## src/rtl/wdu_pkg.sv

```systemverilog
// Constants, field layouts and the period decoder for the watchdog timer unit.
// Assumes a single 10 MHz system clock and an asynchronous low-frequency oscillator pin.
package wdu_pkg;

  // ****************************************************
  // Register map (byte offsets on the plain port)
  // ****************************************************
  localparam logic [3:0] ADDR_CONTROL = 4'h0;
  localparam logic [3:0] ADDR_STATUS = 4'h1;
  localparam logic [3:0] ADDR_CLEAR = 4'h2;
  localparam logic [3:0] ADDR_IRQ_EN = 4'h3;
  localparam logic [3:0] ADDR_STATE = 4'h4;

  // ****************************************************
  // Control register fields and reset values
  // ****************************************************
  localparam int CTRL_SW_ON_BIT = 0;
  localparam int CTRL_PERIOD_LSB = 1;
  localparam int CTRL_PERIOD_MSB = 5;
  localparam logic [4:0] PERIOD_RESET = 5'h0b;
  localparam logic SW_ON_RESET = 1'b0;

  // Period codes: base shift 5 gives 1:32, last legal code 10010 gives 1:8388608
  localparam logic [4:0] PERIOD_BASE_SHIFT = 5'h05;
  localparam logic [4:0] PERIOD_MAX_CODE = 5'h12;
  localparam logic [22:0] MIN_LAST_COUNT = 23'h00001f;

  // ****************************************************
  // Status / interrupt bit positions
  // ****************************************************
  localparam int EV_RESET_BIT = 0;
  localparam int EV_WAKE_BIT = 1;
  localparam int EV_OSC_FAIL_BIT = 2;
  localparam int EV_W = 3;
  localparam logic [2:0] EV_RESET_VAL = 3'h0;

  // ****************************************************
  // Mode configuration codes
  // ****************************************************
  localparam logic [1:0] MODE_OFF = 2'h0;
  localparam logic [1:0] MODE_SOFTWARE = 2'h1;
  localparam logic [1:0] MODE_OFF_IN_SLEEP = 2'h2;
  localparam logic [1:0] MODE_ALWAYS = 2'h3;

  // ****************************************************
  // Timing: nominal low-frequency oscillator and system clock
  // ****************************************************
  localparam int LFOSC_HZ = 31000;
  localparam int SYS_CLK_HZ = 10000000;
  localparam int SYS_PER_LF_TICK = SYS_CLK_HZ / LFOSC_HZ;

  // Sleep tracking states, Gray coded along awake -> asleep -> hold
  typedef enum logic [1:0] {
    ST_AWAKE = 2'b00,
    ST_ASLEEP = 2'b01,
    ST_HOLD = 2'b11
  } wdu_state_type;

  // Last count value before time-out for a period code
  function automatic logic [22:0] last_count(input logic [4:0] sel);
    logic [23:0] ratio;
    logic [22:0] r;
    ratio = 24'h000001;
    r = MIN_LAST_COUNT;
    if (sel <= PERIOD_MAX_CODE) begin
      ratio = 24'h000001 << 5'(sel + PERIOD_BASE_SHIFT);
      r = ratio[22:0] - 23'h000001;
    end
    return r;
  endfunction

endpackage

```

## src/rtl/wdu_counter.sv

```systemverilog
// Prescale counter of the watchdog: counts oscillator ticks up to the selected ratio.
// Assumes tick is a one-cycle pulse on the system clock and clear is level.
`timescale 1ns/10ps
module wdu_counter #(
  parameter int CNT_W = 23
) (
  input wire logic clk,
  input wire logic rst_n,
  input wire logic tick,
  input wire logic clear,
  input wire logic [4:0] period_sel,
  output logic timeout,
  output logic [CNT_W-1:0] count
);

  // ****************************************************
  // Count and time-out
  // ****************************************************
  logic [CNT_W-1:0] last_q;
  logic at_end;

  assign last_q = CNT_W'(wdu_pkg::last_count(period_sel));
  assign at_end = (count == last_q);

  // Tick counter, restarts at zero after time-out
  always_ff @(posedge clk or negedge rst_n) begin
    if (!rst_n) begin
      count <= '0;
    end else if (clear) begin
      count <= '0;
    end else if (tick) begin
      count <= at_end ? '0 : count + 1'b1;
    end
  end

  // One-cycle time-out pulse
  always_ff @(posedge clk or negedge rst_n) begin
    if (!rst_n) begin
      timeout <= 1'b0;
    end else begin
      timeout <= tick && !clear && at_end;
    end
  end

  a_rsvd_min_period: assert property (@(posedge clk) disable iff (!rst_n)
    (period_sel > wdu_pkg::PERIOD_MAX_CODE && count == 23'h00001f && tick && !clear)
    |=> timeout && count == '0)
    else $error("reserved period code did not time out at 1:32");

  a_period_2s: assert property (@(posedge clk) disable iff (!rst_n)
    (period_sel == 5'h0b && count == 23'h00ffff && tick && !clear) |=> timeout)
    else $error("code 01011 did not time out at 1:65536");

endmodule

```

## src/rtl/wdu_top.sv

```systemverilog
// Watchdog timer unit: mode control, sleep tracking, flags, register port and interrupt.
// Assumes CPU-side inputs are on CLK; LFOSC_CLK is an asynchronous oscillator pin.
//
// The implementer's own choices: the placing of the registers and strobed register access.
`timescale 1ns/10ps

// How it works
// - Mode 01 runs the watchdog only while the software enable bit is set.
// - Mode 11 keeps the watchdog running always, also in sleep.
// - Mode 10 runs the watchdog awake and stops it in sleep.
// - Software enable is ignored in modes 1x and 00; mode 00 is off.
// - Five-bit period code picks 1:32 doubling up to 1:8388608 at 10010.
// - Period codes 10011 to 11111 give the minimum 1:32 interval.
// - Every reset loads period code 01011, a 1:65536 ratio.
// - Count clears on reset, clear instruction, oscillator fail, disable, start-up timer.
// - Sleep entry clears the count; counting resumes from zero if enabled.
// - Sleep exit clears; crystal clocks hold it clear until start-up timer ends.
// - Changing the internal oscillator divider leaves the count alone.
// - Time-out in sleep wakes instead of resetting and updates both flags.
// - Time-out while awake resets; the CPU must clear it within each period.
// - Time base is the low-frequency oscillator, 32 ticks near one millisecond.
// - Control reads zero in bits 7-6, period in 5-1, enable in bit 0.
module wdu_top #(
  parameter int CNT_W = 23
) (
  input wire logic CLK,
  input wire logic RST_N,
  input wire logic LFOSC_CLK,
  input wire logic [1:0] WDT_MODE_CFG,
  input wire logic CLEAR_WATCHDOG_INSTR,
  input wire logic SLEEP_MODE,
  input wire logic OSC_FAIL,
  input wire logic OSC_STARTUP_TIMER_RUN,
  input wire logic CRYSTAL_CLOCK,
  input wire logic INT_OSC_DIVIDER_SEL_WR,
  input wire logic [3:0] ADDR,
  input wire logic [7:0] WDATA,
  input wire logic WR,
  input wire logic RD,
  output logic [7:0] RDATA,
  output logic WDT_RESET,
  output logic WAKE,
  output logic EXPIRY_FLAG_N,
  output logic SLEEP_FLAG_N,
  output logic IRQ
);

  // ****************************************************
  // Declarations
  // ****************************************************
  logic lf_s1_q;
  logic lf_s2_q;
  logic lf_s3_q;
  logic lf_tick;
  logic [4:0] period_sel_q;
  logic sw_watchdog_on_q;
  logic [2:0] status_q;
  logic [2:0] irq_en_q;
  logic [2:0] ev_set;
  wdu_pkg::wdu_state_type state_q;
  wdu_pkg::wdu_state_type state_d;
  logic enabled;
  logic sleep_entry;
  logic sleep_exit;
  logic count_clear;
  logic timeout;
  logic [CNT_W-1:0] count;
  logic wr_ctrl;
  logic wr_clear;
  logic wr_irq_en;

  // ****************************************************
  // Oscillator tick: two-stage synchroniser plus edge
  // ****************************************************
  // Stage one feeds only stage two
  always_ff @(posedge CLK or negedge RST_N) begin
    if (!RST_N) begin
      lf_s1_q <= 1'b0;
      lf_s2_q <= 1'b0;
      lf_s3_q <= 1'b0;
    end else begin
      lf_s1_q <= LFOSC_CLK;
      lf_s2_q <= lf_s1_q;
      lf_s3_q <= lf_s2_q;
    end
  end

  // One tick per rising oscillator edge
  assign lf_tick = lf_s2_q && !lf_s3_q;

  // ****************************************************
  // Register port decode
  // ****************************************************
  assign wr_ctrl = WR && (ADDR == wdu_pkg::ADDR_CONTROL);
  assign wr_clear = WR && (ADDR == wdu_pkg::ADDR_CLEAR);
  assign wr_irq_en = WR && (ADDR == wdu_pkg::ADDR_IRQ_EN);

  // Control register: period and software enable
  always_ff @(posedge CLK or negedge RST_N) begin
    if (!RST_N) begin
      period_sel_q <= wdu_pkg::PERIOD_RESET;
      sw_watchdog_on_q <= wdu_pkg::SW_ON_RESET;
    end else if (wr_ctrl) begin
      period_sel_q <= WDATA[wdu_pkg::CTRL_PERIOD_MSB:wdu_pkg::CTRL_PERIOD_LSB];
      sw_watchdog_on_q <= WDATA[wdu_pkg::CTRL_SW_ON_BIT];
    end
  end

  // Interrupt enable register
  always_ff @(posedge CLK or negedge RST_N) begin
    if (!RST_N) begin
      irq_en_q <= wdu_pkg::EV_RESET_VAL;
    end else if (wr_irq_en) begin
      irq_en_q <= WDATA[wdu_pkg::EV_W-1:0];
    end
  end

  // Read data, valid in the cycle after the strobe only
  always_ff @(posedge CLK or negedge RST_N) begin
    if (!RST_N) begin
      RDATA <= 8'h00;
    end else if (RD) begin
      case (ADDR)
        wdu_pkg::ADDR_CONTROL: begin
          RDATA <= {2'b00, period_sel_q, sw_watchdog_on_q};
        end
        wdu_pkg::ADDR_STATUS: begin
          RDATA <= {5'h00, status_q};
        end
        wdu_pkg::ADDR_IRQ_EN: begin
          RDATA <= {5'h00, irq_en_q};
        end
        wdu_pkg::ADDR_STATE: begin
          RDATA <= {2'b00, EXPIRY_FLAG_N, SLEEP_FLAG_N, enabled, 1'b0, state_q};
        end
        default: begin
          RDATA <= 8'h00;
        end
      endcase
    end else begin
      RDATA <= 8'h00;
    end
  end

  // ****************************************************
  // Mode decode
  // ****************************************************
  // Watchdog running condition per mode
  always_comb begin
    case (WDT_MODE_CFG)
      wdu_pkg::MODE_ALWAYS: begin
        enabled = 1'b1;
      end
      wdu_pkg::MODE_OFF_IN_SLEEP: begin
        enabled = (state_q == wdu_pkg::ST_AWAKE) && !SLEEP_MODE;
      end
      wdu_pkg::MODE_SOFTWARE: begin
        enabled = sw_watchdog_on_q;
      end
      default: begin
        enabled = 1'b0;
      end
    endcase
  end

  // ****************************************************
  // Sleep tracking
  // ****************************************************
  assign sleep_entry = (state_q == wdu_pkg::ST_AWAKE) && SLEEP_MODE;
  assign sleep_exit = (state_q == wdu_pkg::ST_ASLEEP) && !SLEEP_MODE;

  // Next state: asleep, then hold for crystal start-up
  always_comb begin
    case (state_q)
      wdu_pkg::ST_AWAKE: begin
        state_d = SLEEP_MODE ? wdu_pkg::ST_ASLEEP : wdu_pkg::ST_AWAKE;
      end
      wdu_pkg::ST_ASLEEP: begin
        if (SLEEP_MODE) begin
          state_d = wdu_pkg::ST_ASLEEP;
        end else if (CRYSTAL_CLOCK) begin
          state_d = wdu_pkg::ST_HOLD;
        end else begin
          state_d = wdu_pkg::ST_AWAKE;
        end
      end
      wdu_pkg::ST_HOLD: begin
        state_d = OSC_STARTUP_TIMER_RUN ? wdu_pkg::ST_HOLD : wdu_pkg::ST_AWAKE;
      end
      default: begin
        state_d = wdu_pkg::ST_AWAKE;
      end
    endcase
  end

  // State register
  always_ff @(posedge CLK or negedge RST_N) begin
    if (!RST_N) begin
      state_q <= wdu_pkg::ST_AWAKE;
    end else begin
      state_q <= state_d;
    end
  end

  // ****************************************************
  // Count clearing and counter
  // ****************************************************
  // Divider writes are deliberately absent from this list
  assign count_clear = !enabled
    || CLEAR_WATCHDOG_INSTR
    || OSC_FAIL
    || OSC_STARTUP_TIMER_RUN
    || sleep_entry
    || sleep_exit
    || (state_q == wdu_pkg::ST_HOLD);

  wdu_counter #(
    .CNT_W(CNT_W)
  ) u_counter (
    .clk(CLK),
    .rst_n(RST_N),
    .tick(lf_tick),
    .clear(count_clear),
    .period_sel(period_sel_q),
    .timeout(timeout),
    .count(count)
  );

  // ****************************************************
  // Time-out action and status flags
  // ****************************************************
  // Reset request while awake, wake request while asleep
  always_ff @(posedge CLK or negedge RST_N) begin
    if (!RST_N) begin
      WDT_RESET <= 1'b0;
      WAKE <= 1'b0;
    end else begin
      WDT_RESET <= timeout && (state_q != wdu_pkg::ST_ASLEEP);
      WAKE <= timeout && (state_q == wdu_pkg::ST_ASLEEP);
    end
  end

  // Active-low expiry flag: time-out drops it, clear instruction restores it
  always_ff @(posedge CLK or negedge RST_N) begin
    if (!RST_N) begin
      EXPIRY_FLAG_N <= 1'b1;
    end else if (timeout) begin
      EXPIRY_FLAG_N <= 1'b0;
    end else if (CLEAR_WATCHDOG_INSTR) begin
      EXPIRY_FLAG_N <= 1'b1;
    end
  end

  // Active-low sleep flag: sleep entry drops it, clear instruction restores it
  always_ff @(posedge CLK or negedge RST_N) begin
    if (!RST_N) begin
      SLEEP_FLAG_N <= 1'b1;
    end else if (sleep_entry || (timeout && state_q == wdu_pkg::ST_ASLEEP)) begin
      SLEEP_FLAG_N <= 1'b0;
    end else if (CLEAR_WATCHDOG_INSTR) begin
      SLEEP_FLAG_N <= 1'b1;
    end
  end

  // ****************************************************
  // Interrupt status, clear and output
  // ****************************************************
  assign ev_set[wdu_pkg::EV_RESET_BIT] = timeout && (state_q != wdu_pkg::ST_ASLEEP);
  assign ev_set[wdu_pkg::EV_WAKE_BIT] = timeout && (state_q == wdu_pkg::ST_ASLEEP);
  assign ev_set[wdu_pkg::EV_OSC_FAIL_BIT] = OSC_FAIL;

  // Sticky status, a new event beats a same-cycle clear
  always_ff @(posedge CLK or negedge RST_N) begin
    if (!RST_N) begin
      status_q <= wdu_pkg::EV_RESET_VAL;
    end else begin
      status_q <= (status_q & ~(wr_clear ? WDATA[wdu_pkg::EV_W-1:0] : 3'h0)) | ev_set;
    end
  end

  // Level interrupt from enabled status
  always_ff @(posedge CLK or negedge RST_N) begin
    if (!RST_N) begin
      IRQ <= 1'b0;
    end else begin
      IRQ <= |(status_q & irq_en_q);
    end
  end

  // ****************************************************
  // Checks
  // ****************************************************
  a_sw_mode_off: assert property (@(posedge CLK) disable iff (!RST_N)
    (WDT_MODE_CFG == 2'h1 && !sw_watchdog_on_q) |=> count == '0)
    else $error("software-off watchdog still counting");

  a_always_on_sleep: assert property (@(posedge CLK) disable iff (!RST_N)
    (WDT_MODE_CFG == 2'h3 && state_q == wdu_pkg::ST_ASLEEP && SLEEP_MODE && lf_tick
     && !CLEAR_WATCHDOG_INSTR && !OSC_FAIL && !OSC_STARTUP_TIMER_RUN && !timeout
     && count != CNT_W'(wdu_pkg::last_count(period_sel_q)))
    |=> count == $past(count) + 1'b1)
    else $error("always-on watchdog stopped in sleep");

  a_sleep_mode_stop: assert property (@(posedge CLK) disable iff (!RST_N)
    (WDT_MODE_CFG == 2'h2 && SLEEP_MODE) |=> count == '0)
    else $error("mode 10 watchdog counting in sleep");

  a_mode_off_idle: assert property (@(posedge CLK) disable iff (!RST_N)
    (WDT_MODE_CFG == 2'h0)[*2]
    |=> (count == '0 && !WDT_RESET) ##1 !WDT_RESET)
    else $error("mode 00 watchdog not idle");

  a_divider_ignored: assert property (@(posedge CLK) disable iff (!RST_N)
    (INT_OSC_DIVIDER_SEL_WR && !count_clear && !lf_tick) |=> count == $past(count))
    else $error("divider write disturbed the count");

  a_reset_period: assert property (@(posedge CLK) disable iff (!RST_N)
    (period_sel_q == wdu_pkg::PERIOD_RESET) |-> wdu_pkg::last_count(period_sel_q) == 23'h00ffff)
    else $error("reset period code is not 1:65536");

  a_tick_single: assert property (@(posedge CLK) disable iff (!RST_N)
    lf_tick |=> !lf_tick)
    else $error("oscillator tick longer than one cycle");

  a_clear_instr_zero: assert property (@(posedge CLK) disable iff (!RST_N)
    (CLEAR_WATCHDOG_INSTR || OSC_FAIL || OSC_STARTUP_TIMER_RUN) |=> count == '0)
    else $error("count not cleared");

  a_entry_clear: assert property (@(posedge CLK) disable iff (!RST_N)
    (state_q == wdu_pkg::ST_AWAKE && SLEEP_MODE) |=> count == '0 && !SLEEP_FLAG_N)
    else $error("sleep entry did not clear count");

  a_hold_clear: assert property (@(posedge CLK) disable iff (!RST_N)
    (state_q == wdu_pkg::ST_HOLD) |=> count == '0)
    else $error("count moved during start-up hold");

  a_sleep_wake: assert property (@(posedge CLK) disable iff (!RST_N)
    (timeout && state_q == wdu_pkg::ST_ASLEEP)
    |=> WAKE && !WDT_RESET && !EXPIRY_FLAG_N && !SLEEP_FLAG_N)
    else $error("sleep time-out did not wake");

  a_awake_reset: assert property (@(posedge CLK) disable iff (!RST_N)
    (timeout && state_q != wdu_pkg::ST_ASLEEP) |=> WDT_RESET && !WAKE ##1 !WDT_RESET)
    else $error("awake time-out did not reset");

endmodule

```

## config.mk

```make
export PLATFORM = sky130hd
export DESIGN_NAME = wdu_top
export DESIGN_NICKNAME = d
export VERILOG_FILES = /design/src/rtl/wdu_pkg.sv /design/src/rtl/wdu_counter.sv /design/src/rtl/wdu_top.sv
export SDC_FILE = /design/constraint.sdc
export NUM_CORES = 1
export LEC_CHECK = 0
export BUFFER_PORTS_ARGS = -buffer_cell sky130_fd_sc_hd__buf_4
export CORE_UTILIZATION = 49
export CTS_CLUSTER_DIAMETER = 80
export CTS_CLUSTER_SIZE = 14
export DETAILED_ROUTE_END_ITERATION = 10
export PLACE_DENSITY = 0.75
export SYNTH_ARGS = -nofsm -noshare
export SYNTH_HDL_FRONTEND = slang
export SYNTH_HIERARCHICAL = 1
export SYNTH_SLANG_ARGS = --single-unit
```

## constraint.sdc

```tcl
create_clock -name CLK -period 4.1 [get_ports CLK]
set_clock_uncertainty 0.15 [all_clocks]
set_input_delay 0 -clock CLK [delete_from_list [all_inputs] [get_ports CLK]]
set_output_delay 0 -clock CLK [all_outputs]
set_load 0.03 [all_outputs]
```

==> results.py <==
metrics = {
    "clocking": {
        "clk_pin_slew_ns": 0.10,
        "root_buffer": "clkbuf_8",
        "cts_sinks": 52,
        "cts_tree": "built",
        "cts_max_path_buffers": 2,
        "postCtsHoldBufs": 27,
        "post-cts-setup-buffers": 0,
        "clkLatencyLatePin_ns": 0.32,
        "ctsResizeCount": 0,
        "h-tree-depth": 2,
        "cts_buffers": 5,
    },
    "final_layout": {
        "num_antenna_cells": 0,
        "syn2layout_area_growth_pct": 14.35,
        "drive_above_1_share_pct": 21.65,
        "nFillCells": 635,
        "nNetsFinal": 511,
        "fin_util_pct": 59.17,
    },
    "grt": {
        "track_usage_pct": 25.28,
        "grt_max_degree": 53,
        "grt_first_pass_wirelength_microns": 17320,
        "antenna_found_initial": 0,
        "grt-ovfl-total": 0,
        "grt_pass1_vias": 3500,
    },
    "sta": {
        "setup_violations": 0,
        "finalSetupTns_ns": 0,
        "period_needed_ns": 3.482,
        "rsz0062_at_grt": "no",
        "slew_violations": 0,
        "hold_viol": 0,
        "clock.fmax_mhz": 287.2,
        "period_share_pct": 84.91,
        "tightest_slew_ns": 0.7771,
        "relSlewSlack_pct": 47.72,
    },
    "logic_synthesis": {
        "synth.cell_area_sq_um": 4081,
        "synthArstFlopShare_pct": 100.0,
        "synth_warnings": 6,
        "syn-instance-count": 446,
        "synthTopCellsByArea": "dfrtp_1 (29%), o22ai_2 (4.0%), mux2_2 (3.9%), nor2_1 (3.6%), dfstp_2 (3.2%)",
        "yosysTopAreaCellShare_pct": 28.82,
        "yosysTopAreaCell": "dfrtp_1",
        "ys_ff_latch": 52,
        "synthDistinctLibCells": 80,
        "synth.avg_cell_area_sq_um": 9.151,
        "synth_most_common_cell": "dfrtp_1",
        "ys_seq_area_share_pct": 32.04,
        "synthFlopType": "dfrtp_1",
        "yosys-top-cells-count": "dfrtp_1 (47), nor2_1 (39), nand2_1 (22)",
        "synth_edf_count": 0,
    },
    "status": {
        "status": "finished clean",
    },
    "critical_path": {
        "r2r-start": "period_sel_q[0]",
        "worst-path-max-fanout": 24,
        "cp.required_ns": 4.15,
        "startpoint": "period_sel_q[0]",
        "worstSetupPathType": "reg -> reg",
        "cp_data_arrival_time_ns": 3.53,
        "reg2reg_slack_ns": 0.62,
        "cp-end-kind": "flop",
        "cp-start-kind": "flop",
    },
    "job": {
        "cap_viol_max_count": 0,
    },
    "floorplan": {
        "core_area_sq_um": 7888,
        "start_util_pct": 51.74,
        "ios": 38,
        "die_width_microns": 93.27,
        "row_count": 32,
        "dieArea_sq_um": 8698,
        "dieHeight_microns": 93.27,
    },
    "pwr": {
        "power_density_nw_per_um2": 332.4,
        "p_clk_share_pct": 23.7,
        "p_leak_nw": 1.899,
        "p_int_w": 0.0009794,
        "ir_worst_vdd_mv": 0.2141,
        "sw_frac_of_total_pct": 36.87,
        "seqPwrFrac_pct": 38.0,
        "netSwitchingPower_w": 0.0005721,
        "combPwrFrac_pct": 38.3,
    },
    "routing": {
        "dr.pass1.iters": 5,
        "drtIter0Drc": 297,
        "routed_via_density": 6.324,
        "ant_nets": 0,
        "wl_microns": 10510,
        "routedWlPerCell_microns": 17.90,
        "num_vias": 3712,
        "drc": 0,
    },
    "place": {
        "globalplace.congestion": 0.9206,
        "numPortBuffers": 32,
        "dp_hpwl_microns": 7058,
    },
    "worst_hold_path": {
        "hold_class": "in -> async",
    },
}
==> layer usage <==
metal	GRT usage (%)	up-vias	wire length (microns)
met3	3.171	22	476
met2	41.61	112	5111
li1	-	1741	-
met1	33.52	1837	4646
met5	0	-	0
met4	10.51	0	274
==> worst paths after layout <==
check | end | cells after the start
setup / recovery | u_counter/count[19] | 11
hold / removal | IRQ | 2
setup reg to reg | u_counter/count[19] | 11
hold reg to reg | lf_s2_q | 0
max in group asynchronous | u_counter/count[6] | 2
min in group CLK | lf_s1_q | 2
==> kinds of logic after synthesis <==
group	Yosys count	share of synthesized area, %
compound gates	110	21.43
buf+inv	45	6.499
fa+ha+maj	2	0.6130
simple gates	196	29.25
flops	52	32.04
mux	22	6.223
other cells	1	0.09188
xor+xnor	18	3.863
==> per-stage QoR <==
| step | worst slack [ns] | total power, W | instances | instance area, sq um | hold slack (ns) |
|---|---|---|---|---|---|
| after detailed placement | 0.6313 | 0.001145 | 552 | 4285 | -0.07096 |
| after global routing | 0.3955 | 0.001627 | 587 | 4667 | 0.1872 |
| after floorplan | 0.8191 | 0.001037 | 447 | 4085 | -0.4456 |
| after CTS | 0.6250 | 0.001537 | 587 | 4667 | 0.1362 |
| after global placement | 0.6883 | 0.001137 | 552 | 4285 | -0.08046 |
| final | 0.6185 | 0.001552 | 587 | 4667 | 0.1164 |
==> state kept, by name, indices dropped and copies added, names as in the netlist, 2 cells and up <==
register / cells
state_q: 2
RDATA: 6
irq_en_q: 3
period_sel_q: 5
status_q: 3
u_counter/count: 23
==> worst max-delay path, stage by stage (launching register included) <==
cell and delay [ns]:
dfstp_2 0.60, and2_1 0.21, nand4b_1 0.13, ha_1 0.43, nand4bb_1 0.26, nor2_1 0.07, or4_1 0.51, a22oi_1 0.30
nand4_2 0.13, buf_4 0.26, o221ai_1 0.22, a21oi_1 0.10
==> power groups by stage <==
stage	Clock, W	Sequential [W]	Combinational [W]
after floorplan	0	0.000586	0.000450
after global placement	0	0.000597	0.000540
after detailed placement	0	0.000599	0.000546
after CTS	0.000366	0.000588	0.000583
after global routing	0.000390	0.000596	0.000641
final	0.000368	0.000589	0.000594
==> placed cells by master, fill, tap and decap left out, types with 4 or more instances in the layout <==
master and count:
nor3_1 11, o22ai_1 7, a21o_1 5, and3_1 7, a31oi_1 5, nand3_1 12
buf_4 42, nand2_1 22, a21oi_1 12, clkbuf_8 5, o21ai_0 8, nand3b_1 4
nor2_1 39, nor2b_1 9, dlygate4sd3_1 27, dfstp_2 5, o21ai_1 19, nor3b_1 4
nor4b_1 7, mux2_2 14, o22ai_2 13, and2_1 9, nand4_1 11, mux2i_1 4
or3_1 5, xnor2_1 9, dfrtp_1 47, xor2_1 9, nand2b_1 20, nor4_1 9
inv_1 6
==> final cells by class <==
class / instances / area (sq um) / area share [%]
Inverter: 6 / 22.52 / 0.4826
Sequential cell: 52 / 1308 / 28.02
Tap cell: 102 / 127.6 / 2.735
Clock inverter: 2 / 38.79 / 0.8311
Clock buffer: 6 / 72.57 / 1.555
Timing Repair Buffer: 69 / 585.6 / 12.55
Multi-Input combinational cell: 350 / 2512 / 53.83
Note: power is estimated with default switching activity, not from simulation.
